### config.mk
export PLATFORM = sky130hd
export DESIGN_NAME = pci_config_status_command
export DESIGN_NICKNAME = d
export VERILOG_FILES = /design/src/core/cfg_cmd_pkg.sv /design/src/core/w1c_flag.sv /design/src/core/pci_config_status_command.sv
export SDC_FILE = /design/constraint.sdc
export NUM_CORES = 1
export LEC_CHECK = 0
export BUFFER_PORTS_ARGS = -buffer_cell sky130_fd_sc_hd__buf_2
export CAP_MARGIN = 20
export CORE_AREA = 2 2 72 67
export DETAILED_ROUTE_END_ITERATION = 10
export DIE_AREA = 0 0 74 69
export GPL_TIMING_DRIVEN = 0
export SLEW_MARGIN = 20
export SYNTH_ARGS = -nofsm -noshare
export SYNTH_HDL_FRONTEND = slang
export SYNTH_HIERARCHICAL = 1
export SYNTH_SLANG_ARGS = --single-unit
### constraint.sdc
create_clock -name core_clk -period 2.1 [get_ports core_clk]
set_clock_uncertainty 0.05 [all_clocks]
set_input_delay 0.315 -clock core_clk [delete_from_list [all_inputs] [get_ports core_clk]]
set_output_delay 0.315 -clock core_clk [all_outputs]
set_load 0.02 [all_outputs]
### src/core/cfg_cmd_pkg.sv
// constants for the configuration command/status word
package cfg_cmd_pkg;
    localparam logic [7:0] CSC_OFFSET = 8'h04;
    localparam logic [31:0] CSC_RESET = 32'h02800000;
    localparam int BIT_PERR_DET = 31;
    localparam int BIT_SERR_SIG = 30;
    localparam int BIT_MABORT_RX = 29;
    localparam int BIT_TABORT_RX = 28;
    localparam int BIT_TABORT_SIG = 27;
    localparam int BIT_MDPERR = 24;
    localparam int BIT_FB2B_EN = 9;
    localparam int BIT_SERR_EN = 8;
    localparam int BIT_PERR_EN = 6;
    localparam int BIT_BM_EN = 2;
    localparam int BIT_MEM_EN = 1;
    // read-only fields: select timing 01, fast back-to-back capable, 33 MHz only
    localparam logic [1:0] SEL_TIMING_MEDIUM = 2'h1;
    localparam logic FB2B_CAPABLE = 1'h1;
    localparam logic CLK66_CAPABLE = 1'h0;
    localparam int SEL_TIMING_LO = 25;
    localparam int CAP_FB2B_BIT = 23;
    localparam int CAP_CLK_BIT = 16;
    localparam logic [31:0] W1C_MASK = 32'h19000000 | 32'he0000000;
    localparam logic [31:0] RW_MASK = 32'h00000346;
endpackage

### src/core/w1c_flag.sv
// one sticky error flag, set by hardware, cleared by writing one
`timescale 1ns/1ps
module w1c_flag
(
    // clock and reset
    input wire logic core_clk,
    input wire logic rst,
    // set and clear
    input wire logic set_evt,
    input wire logic clr_wr,
    // state
    output logic flag_q
);
    logic flag_d;
    // set wins over a simultaneous clear
    assign flag_d = set_evt ? 1'b1 : (clr_wr ? 1'b0 : flag_q);
    always_ff @(posedge core_clk)
    begin
        if (rst)
            flag_q <= 1'b0;
        else
            flag_q <= flag_d;
    end
endmodule

### src/core/pci_config_status_command.sv
// configuration command/status word of the pci target and master
// How it works
// - the word answers configuration offset 04h, read/write, resetting to 0280_0000h.
// - each upper error flag clears when written with one unless its own event arrives in the same cycle, and holds when written with zero.
// - bit 31 sets whenever a parity error is detected.
// - bit 30 sets whenever the device signals a system error.
// - bit 29 sets when an own master cycle ends in master abort.
// - bit 28 sets when a target aborts an own master cycle.
// - bit 27 sets when the device itself ends a cycle with target abort.
// - bit 24 sets when the device as master sees a data parity error.
// - bits 26-25 read 01, medium select timing, and ignore writes.
// - bit 23 reads one, fast back-to-back capable as target.
// - bit 16 reads zero, only a 33 MHz clock is supported.
// - bit 6 enables the parity error response.
// - bit 2 allows the device to act as bus master.
// - bit 1 gates the claiming of memory cycles.
`timescale 1ns/1ps
module pci_config_status_command
    import cfg_cmd_pkg::*;
(
    // clock and reset
    input wire logic core_clk,
    input wire logic rst,
    // configuration access
    input wire logic cfg_wr,
    input wire logic cfg_rd,
    input wire logic [7:0] cfg_addr,
    input wire logic [3:0] cfg_be,
    input wire logic [31:0] cfg_wdata,
    output logic [31:0] cfg_rdata,
    // events from the pci logic
    input wire logic parity_err_evt,
    input wire logic sys_err_evt,
    input wire logic master_abort_evt,
    input wire logic target_abort_rx_evt,
    input wire logic target_abort_sig_evt,
    input wire logic master_data_perr_evt,
    // decode request from target logic
    input wire logic mem_hit,
    input wire logic master_req,
    // steering outputs
    output logic mem_claim,
    output logic master_start,
    output logic parity_response_enable,
    output logic sys_err_report_enable,
    output logic fast_b2b_enable,
    output logic bus_master_enable,
    output logic mem_space_enable
);
    ////////////////////////////////////////////////////////////////
    logic [31:0] ctl_q;
    logic [31:0] ctl_d;
    logic [31:0] rdata_d;
    logic [31:0] wmask;
    logic [31:0] word;
    logic [5:0] flags;
    logic [5:0] evts;
    logic [5:0] clrs;
    logic hit;
    logic wr_hit;
    logic rd_hit;
    logic [31:0] rsvd_view;

    // positions with neither storage nor a fixed code
    localparam logic [31:0] RO_MASK = (32'h00000003 << SEL_TIMING_LO) | (32'h00000001 << CAP_FB2B_BIT)
        | (32'h00000001 << CAP_CLK_BIT);
    localparam logic [31:0] RSVD_MASK = ~(W1C_MASK | RW_MASK | RO_MASK);

    assign hit = cfg_addr == CSC_OFFSET;
    assign wr_hit = cfg_wr && hit;
    assign rd_hit = cfg_rd && hit;
    assign wmask = {{8{cfg_be[3]}}, {8{cfg_be[2]}}, {8{cfg_be[1]}}, {8{cfg_be[0]}}};
    assign evts = {parity_err_evt, sys_err_evt, master_abort_evt,
                   target_abort_rx_evt, target_abort_sig_evt, master_data_perr_evt};
    assign clrs = {cfg_wdata[BIT_PERR_DET] & cfg_be[3], cfg_wdata[BIT_SERR_SIG] & cfg_be[3],
                   cfg_wdata[BIT_MABORT_RX] & cfg_be[3], cfg_wdata[BIT_TABORT_RX] & cfg_be[3],
                   cfg_wdata[BIT_TABORT_SIG] & cfg_be[3], cfg_wdata[BIT_MDPERR] & cfg_be[3]};

    ////////////////////////////////////////////////////////////////
    // one flag per error event
    genvar g;
    generate
        for (g = 0; g < $bits(evts); g++)
        begin : g_flag
            w1c_flag u_flag
            (
                .core_clk(core_clk),
                .rst(rst),
                .set_evt(evts[g]),
                .clr_wr(wr_hit && clrs[g]),
                .flag_q(flags[g])
            );
        end
    endgenerate

    ////////////////////////////////////////////////////////////////
    // writable enables, only masked positions stored
    assign ctl_d = wr_hit ? ((ctl_q & ~(wmask & RW_MASK)) | (cfg_wdata & wmask & RW_MASK)) : ctl_q;

    always_ff @(posedge core_clk)
    begin
        if (rst)
            ctl_q <= CSC_RESET & RW_MASK;
        else
            ctl_q <= ctl_d;
    end

    assign parity_response_enable = ctl_q[BIT_PERR_EN];
    assign sys_err_report_enable = ctl_q[BIT_SERR_EN];
    assign fast_b2b_enable = ctl_q[BIT_FB2B_EN];
    assign bus_master_enable = ctl_q[BIT_BM_EN];
    assign mem_space_enable = ctl_q[BIT_MEM_EN];
    assign master_start = master_req && ctl_q[BIT_BM_EN];
    assign mem_claim = mem_hit && ctl_q[BIT_MEM_EN];

    ////////////////////////////////////////////////////////////////
    // read view
    always_comb
    begin
        word = ctl_q & RW_MASK;
        word[BIT_PERR_DET] = flags[5];
        word[BIT_SERR_SIG] = flags[4];
        word[BIT_MABORT_RX] = flags[3];
        word[BIT_TABORT_RX] = flags[2];
        word[BIT_TABORT_SIG] = flags[1];
        word[BIT_MDPERR] = flags[0];
        word[SEL_TIMING_LO +: 2] = SEL_TIMING_MEDIUM;
        word[CAP_FB2B_BIT] = FB2B_CAPABLE;
        word[CAP_CLK_BIT] = CLK66_CAPABLE;
    end

    assign rdata_d = rd_hit ? word : 32'h00000000;
    assign rsvd_view = word & RSVD_MASK;

    always_ff @(posedge core_clk)
    begin
        if (rst)
            cfg_rdata <= 32'h00000000;
        else
            cfg_rdata <= rdata_d;
    end

    ////////////////////////////////////////////////////////////////
    // reset view
    AST_RESET_VALUE: assert property (@(posedge core_clk) $fell(rst) |-> word == CSC_RESET)
        else $error("word not at reset value after reset");

    AST_RESET_ENABLES: assert property (@(posedge core_clk) rst |=> ctl_q == 32'h00000000)
        else $error("enables not cleared by reset");

    AST_RESET_FLAGS: assert property (@(posedge core_clk) rst |=> flags == 6'h00)
        else $error("flags not cleared by reset");

    AST_RESET_RDATA: assert property (@(posedge core_clk) rst |=> cfg_rdata == 32'h00000000)
        else $error("read data not cleared by reset");

    // flags set by events
    AST_PERR_SET: assert property (@(posedge core_clk) disable iff (rst)
        parity_err_evt |=> word[BIT_PERR_DET])
        else $error("parity flag not set");

    AST_SERR_SET: assert property (@(posedge core_clk) disable iff (rst)
        sys_err_evt |=> word[BIT_SERR_SIG])
        else $error("system error flag not set");

    AST_MABORT_SET: assert property (@(posedge core_clk) disable iff (rst)
        master_abort_evt |=> word[BIT_MABORT_RX])
        else $error("master abort flag not set");

    AST_TABORT_RX_SET: assert property (@(posedge core_clk) disable iff (rst)
        target_abort_rx_evt |=> word[BIT_TABORT_RX])
        else $error("received target abort flag not set");

    AST_TABORT_SIG_SET: assert property (@(posedge core_clk) disable iff (rst)
        target_abort_sig_evt |=> word[BIT_TABORT_SIG])
        else $error("signalled target abort flag not set");

    AST_MASTER_PERR_SET: assert property (@(posedge core_clk) disable iff (rst)
        master_data_perr_evt |=> word[BIT_MDPERR])
        else $error("master parity flag not set");

    // write one clears, write zero holds
    AST_W1C_CLEAR: assert property (@(posedge core_clk) disable iff (rst)
        wr_hit && cfg_be[3] && cfg_wdata[BIT_PERR_DET] && !parity_err_evt |=> !flags[5])
        else $error("parity flag not cleared by write one");

    AST_SERR_CLEAR: assert property (@(posedge core_clk) disable iff (rst)
        wr_hit && cfg_be[3] && cfg_wdata[BIT_SERR_SIG] && !sys_err_evt |=> !flags[4])
        else $error("system error flag not cleared by write one");

    AST_MABORT_CLEAR: assert property (@(posedge core_clk) disable iff (rst)
        wr_hit && cfg_be[3] && cfg_wdata[BIT_MABORT_RX] && !master_abort_evt |=> !flags[3])
        else $error("master abort flag not cleared by write one");

    AST_TABORT_RX_CLEAR: assert property (@(posedge core_clk) disable iff (rst)
        wr_hit && cfg_be[3] && cfg_wdata[BIT_TABORT_RX] && !target_abort_rx_evt |=> !flags[2])
        else $error("received target abort flag not cleared by write one");

    AST_TABORT_SIG_CLEAR: assert property (@(posedge core_clk) disable iff (rst)
        wr_hit && cfg_be[3] && cfg_wdata[BIT_TABORT_SIG] && !target_abort_sig_evt |=> !flags[1])
        else $error("signalled target abort flag not cleared by write one");

    AST_MASTER_PERR_CLEAR: assert property (@(posedge core_clk) disable iff (rst)
        wr_hit && cfg_be[3] && cfg_wdata[BIT_MDPERR] && !master_data_perr_evt |=> !flags[0])
        else $error("master parity flag not cleared by write one");

    AST_W0_HOLD: assert property (@(posedge core_clk) disable iff (rst)
        wr_hit && !cfg_wdata[BIT_SERR_SIG] && flags[4] |=> flags[4])
        else $error("flag lost on write zero");

    AST_PERR_HOLD: assert property (@(posedge core_clk) disable iff (rst)
        !parity_err_evt && !(wr_hit && cfg_be[3] && cfg_wdata[BIT_PERR_DET]) |=> $stable(flags[5]))
        else $error("parity flag changed without cause");

    AST_SERR_HOLD: assert property (@(posedge core_clk) disable iff (rst)
        !sys_err_evt && !(wr_hit && cfg_be[3] && cfg_wdata[BIT_SERR_SIG]) |=> $stable(flags[4]))
        else $error("system error flag changed without cause");

    AST_MABORT_HOLD: assert property (@(posedge core_clk) disable iff (rst)
        !master_abort_evt && !(wr_hit && cfg_be[3] && cfg_wdata[BIT_MABORT_RX]) |=> $stable(flags[3]))
        else $error("master abort flag changed without cause");

    AST_TABORT_RX_HOLD: assert property (@(posedge core_clk) disable iff (rst)
        !target_abort_rx_evt && !(wr_hit && cfg_be[3] && cfg_wdata[BIT_TABORT_RX]) |=> $stable(flags[2]))
        else $error("received target abort flag changed without cause");

    AST_TABORT_SIG_HOLD: assert property (@(posedge core_clk) disable iff (rst)
        !target_abort_sig_evt && !(wr_hit && cfg_be[3] && cfg_wdata[BIT_TABORT_SIG]) |=> $stable(flags[1]))
        else $error("signalled target abort flag changed without cause");

    AST_MASTER_PERR_HOLD: assert property (@(posedge core_clk) disable iff (rst)
        !master_data_perr_evt && !(wr_hit && cfg_be[3] && cfg_wdata[BIT_MDPERR]) |=> $stable(flags[0]))
        else $error("master parity flag changed without cause");

    // writable enables
    AST_PERR_EN_WR: assert property (@(posedge core_clk) disable iff (rst)
        wr_hit && cfg_be[0] |=> parity_response_enable == $past(cfg_wdata[BIT_PERR_EN]))
        else $error("parity enable not written");

    AST_LOW_EN_WR: assert property (@(posedge core_clk) disable iff (rst)
        wr_hit && cfg_be[0] |=> {bus_master_enable, mem_space_enable} ==
        $past({cfg_wdata[BIT_BM_EN], cfg_wdata[BIT_MEM_EN]}))
        else $error("master or memory enable not written");

    AST_EN_WR: assert property (@(posedge core_clk) disable iff (rst)
        wr_hit && cfg_be[1] |=> {fast_b2b_enable, sys_err_report_enable} ==
        $past({cfg_wdata[BIT_FB2B_EN], cfg_wdata[BIT_SERR_EN]}))
        else $error("enable bits not written");

    AST_LANE0_HOLD: assert property (@(posedge core_clk) disable iff (rst)
        wr_hit && !cfg_be[0] |=> $stable({parity_response_enable, bus_master_enable, mem_space_enable}))
        else $error("low lane enables changed without byte enable");

    AST_LANE1_HOLD: assert property (@(posedge core_clk) disable iff (rst)
        wr_hit && !cfg_be[1] |=> $stable({fast_b2b_enable, sys_err_report_enable}))
        else $error("high lane enables changed without byte enable");

    AST_MISS_HOLD: assert property (@(posedge core_clk) disable iff (rst)
        !wr_hit |=> $stable(ctl_q))
        else $error("enables changed without a write hit");

    AST_ENABLE_VIEW: assert property (@(posedge core_clk) disable iff (rst)
        {word[BIT_FB2B_EN], word[BIT_SERR_EN], word[BIT_PERR_EN], word[BIT_BM_EN], word[BIT_MEM_EN]} ==
        {fast_b2b_enable, sys_err_report_enable, parity_response_enable, bus_master_enable, mem_space_enable})
        else $error("enable outputs differ from read view");

    // memory and master gating
    AST_NO_MASTER: assert property (@(posedge core_clk) disable iff (rst)
        !bus_master_enable |-> !master_start)
        else $error("master start while disabled");

    AST_MASTER_GATE: assert property (@(posedge core_clk) disable iff (rst)
        master_start == (master_req && bus_master_enable))
        else $error("master start not gated");

    AST_MEM_GATE: assert property (@(posedge core_clk) disable iff (rst)
        mem_claim == (mem_hit && mem_space_enable))
        else $error("memory claim not gated");

    // read path
    AST_RDATA_HIT: assert property (@(posedge core_clk) disable iff (rst)
        rd_hit |=> cfg_rdata == $past(word))
        else $error("read data differ from the word");

    AST_RDATA_MISS: assert property (@(posedge core_clk) disable iff (rst)
        !rd_hit |=> cfg_rdata == 32'h00000000)
        else $error("read data not zero without a read hit");

    AST_RDATA_RO: assert property (@(posedge core_clk) disable iff (rst)
        rd_hit |=> cfg_rdata[SEL_TIMING_LO +: 2] == SEL_TIMING_MEDIUM
        && cfg_rdata[CAP_FB2B_BIT] == FB2B_CAPABLE && cfg_rdata[CAP_CLK_BIT] == CLK66_CAPABLE)
        else $error("read-only fields wrong in read data");

    AST_RO_FIELDS: assert property (@(posedge core_clk) disable iff (rst)
        word[SEL_TIMING_LO +: 2] == SEL_TIMING_MEDIUM
        && word[CAP_FB2B_BIT] == FB2B_CAPABLE && word[CAP_CLK_BIT] == CLK66_CAPABLE)
        else $error("read-only capability fields wrong");

    AST_RSVD_ZERO: assert property (@(posedge core_clk) disable iff (rst)
        rsvd_view == 32'h00000000)
        else $error("reserved bits not zero");

    AST_RSVD_RDATA: assert property (@(posedge core_clk) disable iff (rst)
        (cfg_rdata & RSVD_MASK) == 32'h00000000)
        else $error("reserved bits not zero in read data");
endmodule

==> flow_summary.yaml, run 1 <==
cells_and_area:
  antenna_cells: 0
  area_growth_syn_to_layout_pct: 43.5
  fin_area_mm2: 0.00150
  nets: 241
  fillers: 451
  drive_gt1_frac: 0.473
detailed_routing:
  first_iter_violations: 6
  final_antenna_net_count: 0
  routedWlPerCell_um: 8.27
  drc_errors: 0
  drtPass1Iterations: 3
  routed_wl_um: 2040
  vias: 833
  vias_per_cell: 3.39
synthesis:
  syn_inst: 109
  yosys_warnings: 6
  syn_avg_cell_area_um2: 9.61
  synth_seq_cells: 23
  synth.distinct_cells: 16
  seq_area_frac_synth: 0.440
  synth_area_mm2: 0.00105
clock_network:
  cts.repair.resized: 0
  cts_hold_buf: 0
  max-clock-path-buffers: 2
  numCtsBuffers: 3
  cts_sinks: 23
  clk_pin_slew_ns: 0.08
  cts_root_buffer: "clkbuf_8"
  insertion_delay_ns: 0.25
  htree_levels: 1
  cts_tree: "yes"
  cts_setup_buffers: 0
timing:
  period_needed_ns: 1.74
  fin_tns_setup_ns: 0
  setup_viol: 0
  rsz0062_at_grt: "no"
  finalCritPeriodShare: 0.828
  max-slew-margin-rel: 0.592
  slew_violations: 0
  worstMarginPinSlew_ns: 0.608
  hold_viol: 0
  clock.fmax_mhz: 575
place:
  placed_cell_area_mm2: 0.00146
  place.gp.congestion: 0.663
  dpl.hpwl_um: 1740
  place.port_buffers: 53
job:
  max_cap_viol_count: 0
pwr:
  p_int_w: 0.000638
  power.leakage_nw: 0.810
  p_sw_w: 0.000193
  power_density_mw_per_mm2: 553
  vdd_drop_max_uv: 174
  clkPwrFrac: 0.317
  pwr-share-comb: 0.145
  p_seq_frac: 0.538
  p_sw_frac: 0.232
die:
  start_util: 0.241
  die_area_mm2: 0.00511
  coreArea_mm2: 0.00435
  chipWidth_um: 74
  rows: 23
  die_h_um: 69
  ios: 95
critical_path:
  critPathRequiredTime_ns: 2.20
  reg2reg_slack_ns: 1.43
  end_kind: "flop"
  rr_worst_depth: 2
  crit_arrival_ns: 1.83
  critPathMaxFanout: 5
  path_class: "input port to flop"
  worst_setup_path_start_kind: "input port"
global_route:
  grt_pass1_vias: 781
  grt_overflow: 0
  grt_start_max_net_pins: 13
  grt.total_usage: 0.0830
  antenna_found_initial: 0
  grt_pass1_wl_um: 3250
worst_hold_path:
  hold_depth: 3
  worstHoldStart: "master_data_perr_evt"
  hold_end: "g_flag[0].u_flag/flag_q"
  hp-class: "input port to flop"
outcome:
  status: "completed"
synthesized netlist by cell type, drive strengths merged:
cell	instances	area (um2)
nand3	1	5.00
buf	21	155
a21oi	6	52.6
inv	8	30.0
mux2i	5	50.1
nor3	3	15.0
and2	18	113
or4b	1	13.8
or4	2	22.5
conb	1	3.75
clkbuf	1	3.75
nand2	2	7.51
nand2b	16	100
nor4b	1	15.0
dfxtp	23	460
per-layer routing:
metal  wire length, um  GRT usage
met5                 0          0
met4                34     0.0485
met3               190     0.0234
met2               943      0.139
met1               866     0.0911
cell families after synthesis:
logic type / count (synthesis) / synth area share
DFF: 23 / 0.440
muxes: 5 / 0.0478
AOI/OAI and AO/OA: 6 / 0.0502
and+or+nand+nor: 44 / 0.278
other: 1 / 0.00358
buffers and inverters: 30 / 0.180
through the flow:
step           hold slack, ns  instances  power [W]  setup slack [ns]  utilization
2_1_floorplan           0.327        127   0.000539             0.439            -
3_3_place_gp            0.389        242   0.000577            0.0549        0.335
3_5_place_dp            0.391        242   0.000578            0.0390        0.335
4_1_cts                 0.232        246   0.000844             0.318        0.346
5_1_grt                 0.241        246   0.000877             0.232        0.346
6_report                0.239        246   0.000831             0.361        0.346
placed cells by master (no fill, tap or decap), drive strengths merged:
cell and count:
nand2 2, a21oi 6, nor4b 1, nor3 3, clkbuf 5, nand3 1
dfxtp 23, mux2i 5, buf 74, or4 2, nand2b 16, inv 8
or4b 1, conb 19, and2 18
power groups by stage:
stage          registers [W]  logic [W]  clock network (W)
2_1_floorplan       0.000457  0.0000822                  0
5_1_grt             0.000448   0.000133           0.000296
3_3_place_gp        0.000458   0.000120                  0
3_5_place_dp        0.000458   0.000120                  0
6_report            0.000447   0.000120           0.000264
4_1_cts             0.000448   0.000120           0.000276
worst max-delay path by stage:
stage	startpoint	slack [ns]	endpoint
floorplan	cfg_addr[5]	0.44	flop
global placement	cfg_addr[5]	0.05	g_flag[4].u_flag/flag_q
detailed placement	cfg_addr[5]	0.04	g_flag[4].u_flag/flag_q
CTS	cfg_addr[5]	0.32	g_flag[4].u_flag/flag_q
global route	cfg_addr[5]	0.23	g_flag[4].u_flag/flag_q
finish	cfg_addr[5]	0.36	g_flag[4].u_flag/flag_q
cell type report:
cell class | count | area (um2) | share of cell area
multi-input combinational | 74 | 465 | 0.310
inverter | 8 | 30.0 | 0.0200
tap | 62 | 77.6 | 0.0516
timing repair buffer | 53 | 265 | 0.177
sequential | 23 | 460 | 0.306
buffer | 22 | 159 | 0.106
clock buffer | 4 | 45.0 | 0.0300
critical path, cell delays in order:
cell	delay [ns]
buf_2	0.10
or4_4	0.57
nor3_1	0.48
and2_1	0.19
nand2b_1	0.12
a21oi_2	0.06
Power figures use the tool's default switching activity.
==> run 2, diff against run 1 <==
clock period = 1.7 ns   (was 2.1 ns; I/O delays follow)
==> run 2 against run 1 <==
Effect of this change: sequential share of layout area down 0.10 points; cell count is the same; sequential cell count stayed put; wire length rose by 0.15%; die area unchanged; first-iteration DRC count is 17% lower; utilization grew 0.12 points; clock-buffer cell count did not move; power up 24%; worst hold slack lost 0.060 ns.
==> flow_summary.yaml, run 2 (synthesis gave the netlist of run 1 again) <==
clock_network:
  cts_root_buffer: "clkbuf_8"
  cts_sinks: 23
  clk_pin_slew_ns: 0.08
  htree_levels: 1
  insertion_delay_ns: 0.25
  numCtsBuffers: 3
  max-clock-path-buffers: 2
  cts_tree: "yes"
  cts_setup_buffers: 0
cells_and_area:
  antenna_cells: 0
  area_growth_syn_to_layout_pct: 44.0
  mostFrequentLayoutCells: "buf_2 (54), dfxtp_1 (23), buf_4 (20)"
  drive_gt1_frac: 0.478
  fillers: 450
  layout_commonest_cell: "buf_2"
  nets: 241
timing:
  slew_violations: 0
  worstMarginPinSlew_ns: 0.608
  finalCritPeriodShare: 0.926
  hold_viol: 0
  clock.fmax_mhz: 635
  max-slew-margin-rel: 0.591
  fin_ws_ns: 0.126
  setup_viol: 0
  hold_slack_ns: 0.179
  period_needed_ns: 1.57
  rsz0062_at_grt: "no"
job:
  max_cap_viol_count: 0
die:
  start_util: 0.241
  rows: 23
  die_area_mm2: 0.00511
  die_h_um: 69
  coreArea_mm2: 0.00435
  chipWidth_um: 74
  ios: 95
critical_path:
  crit_arrival_ns: 1.71
  worst_setup_path_start_kind: "input port"
  rr_worst_depth: 2
  critPathRequiredTime_ns: 1.84
  critPathMaxFanout: 5
  path_class: "input port to flop"
  path_cells: "buf_2 -> or4_4 -> nor3_1 -> mux2i_1"
  cpMaxStageDelayCell: "or4_4"
  end_kind: "flop"
  cpPeakStageDelay_ns: 0.57
  reg2reg_slack_ns: 1.03
pwr:
  power_density_mw_per_mm2: 681
  vdd_drop_max_uv: 215
  power.leakage_nw: 0.810
detailed_routing:
  vias_per_cell: 3.39
  vias: 833
  drc_errors: 0
  drtPass1Iterations: 3
  first_iter_violations: 5
  routedWlPerCell_um: 8.28
  final_antenna_net_count: 0
  routed_wl_um: 2040
place:
  place.port_buffers: 53
  dpl.hpwl_um: 1740
  pre_cts_ws_ns: -0.301
  place.gp.congestion: 0.663
global_route:
  antenna_found_initial: 0
  grt_pass1_vias: 784
  grt_pass1_wl_um: 3260
  grt_overflow: 0
  grt.total_usage: 0.0833
  grt_start_max_net_pins: 13
worst_hold_path:
  hold_end: "g_flag[0].u_flag/flag_q"
  hold_depth: 3
  worstHoldStart: "master_data_perr_evt"
  hp-class: "input port to flop"
outcome:
  status: "completed"
run 2: cell counts in the layout (fill, tap and decap cells not counted):
Identical to the previous run, type by type.
run 2: layout make-up:
| cell class | count | area (um2) | area share |
|---|---|---|---|
| plain buffers | 22 | 159 | 0.105 |
| well taps | 62 | 77.6 | 0.0515 |
| clock buffers | 4 | 45.0 | 0.0299 |
| inverters | 8 | 30.0 | 0.0199 |
| flip-flops and latches | 23 | 460 | 0.305 |
| repair buffers | 53 | 265 | 0.176 |
| multi-input cells | 74 | 470 | 0.312 |
run 2: through the flow:
step / utilization / total power [W] / area [um2] / setup TNS [ns] / cells
floorplan: - / 0.000666 / 1110 / 0 / 127
global placement: 0.335 / 0.000713 / 1460 / -2.46 / 242
detailed placement: 0.335 / 0.000714 / 1460 / -2.71 / 242
CTS: 0.347 / 0.00104 / 1510 / 0 / 246
global route: 0.347 / 0.00108 / 1510 / 0 / 246
finish: 0.347 / 0.00103 / 1510 / 0 / 246
run 2: repair_timing:
item                       4_1_cts  5_1_grt
resized for setup                1        0
setup endpoints to repair        5        0
hold buffers                     0        0
run 2: worst max-delay path by stage:
stage,endpoint,slack (ns),start,depth (start not counted)
after floorplan,flop,0.1,cfg_addr[5],3
after global placement,g_flag[4].u_flag/flag_q,-0.29,cfg_addr[5],6
after detailed placement,g_flag[4].u_flag/flag_q,-0.30,cfg_addr[5],6
after CTS,flop,0.13,cfg_addr[5],4
after global routing,flop,0.01,cfg_addr[5],4
final,flop,0.13,cfg_addr[5],4
run 2: per-layer routing:
metal,up-vias,part of all wire,global-route usage
met3,2,0.091,0.0234
met4,0,0.016,0.0485
met5,-,0,0
met2,41,0.46,0.139
met1,340,0.43,0.0920
li1,450,-,-
run 2: worst max-delay path, delay by kind of cell:
| kind | cells | cell delay (ns) |
|---|---|---|
| mux | 1 | 0.24 |
| buf+inv | 1 | 0.10 |
| simple gates | 2 | 1.12 |
run 2: power by group:
part	switching (W)	internal [W]
clock	0.000159	0.000167
combinational	0.0000755	0.0000734
sequential	0.00000427	0.000548
total	0.000239	0.000789
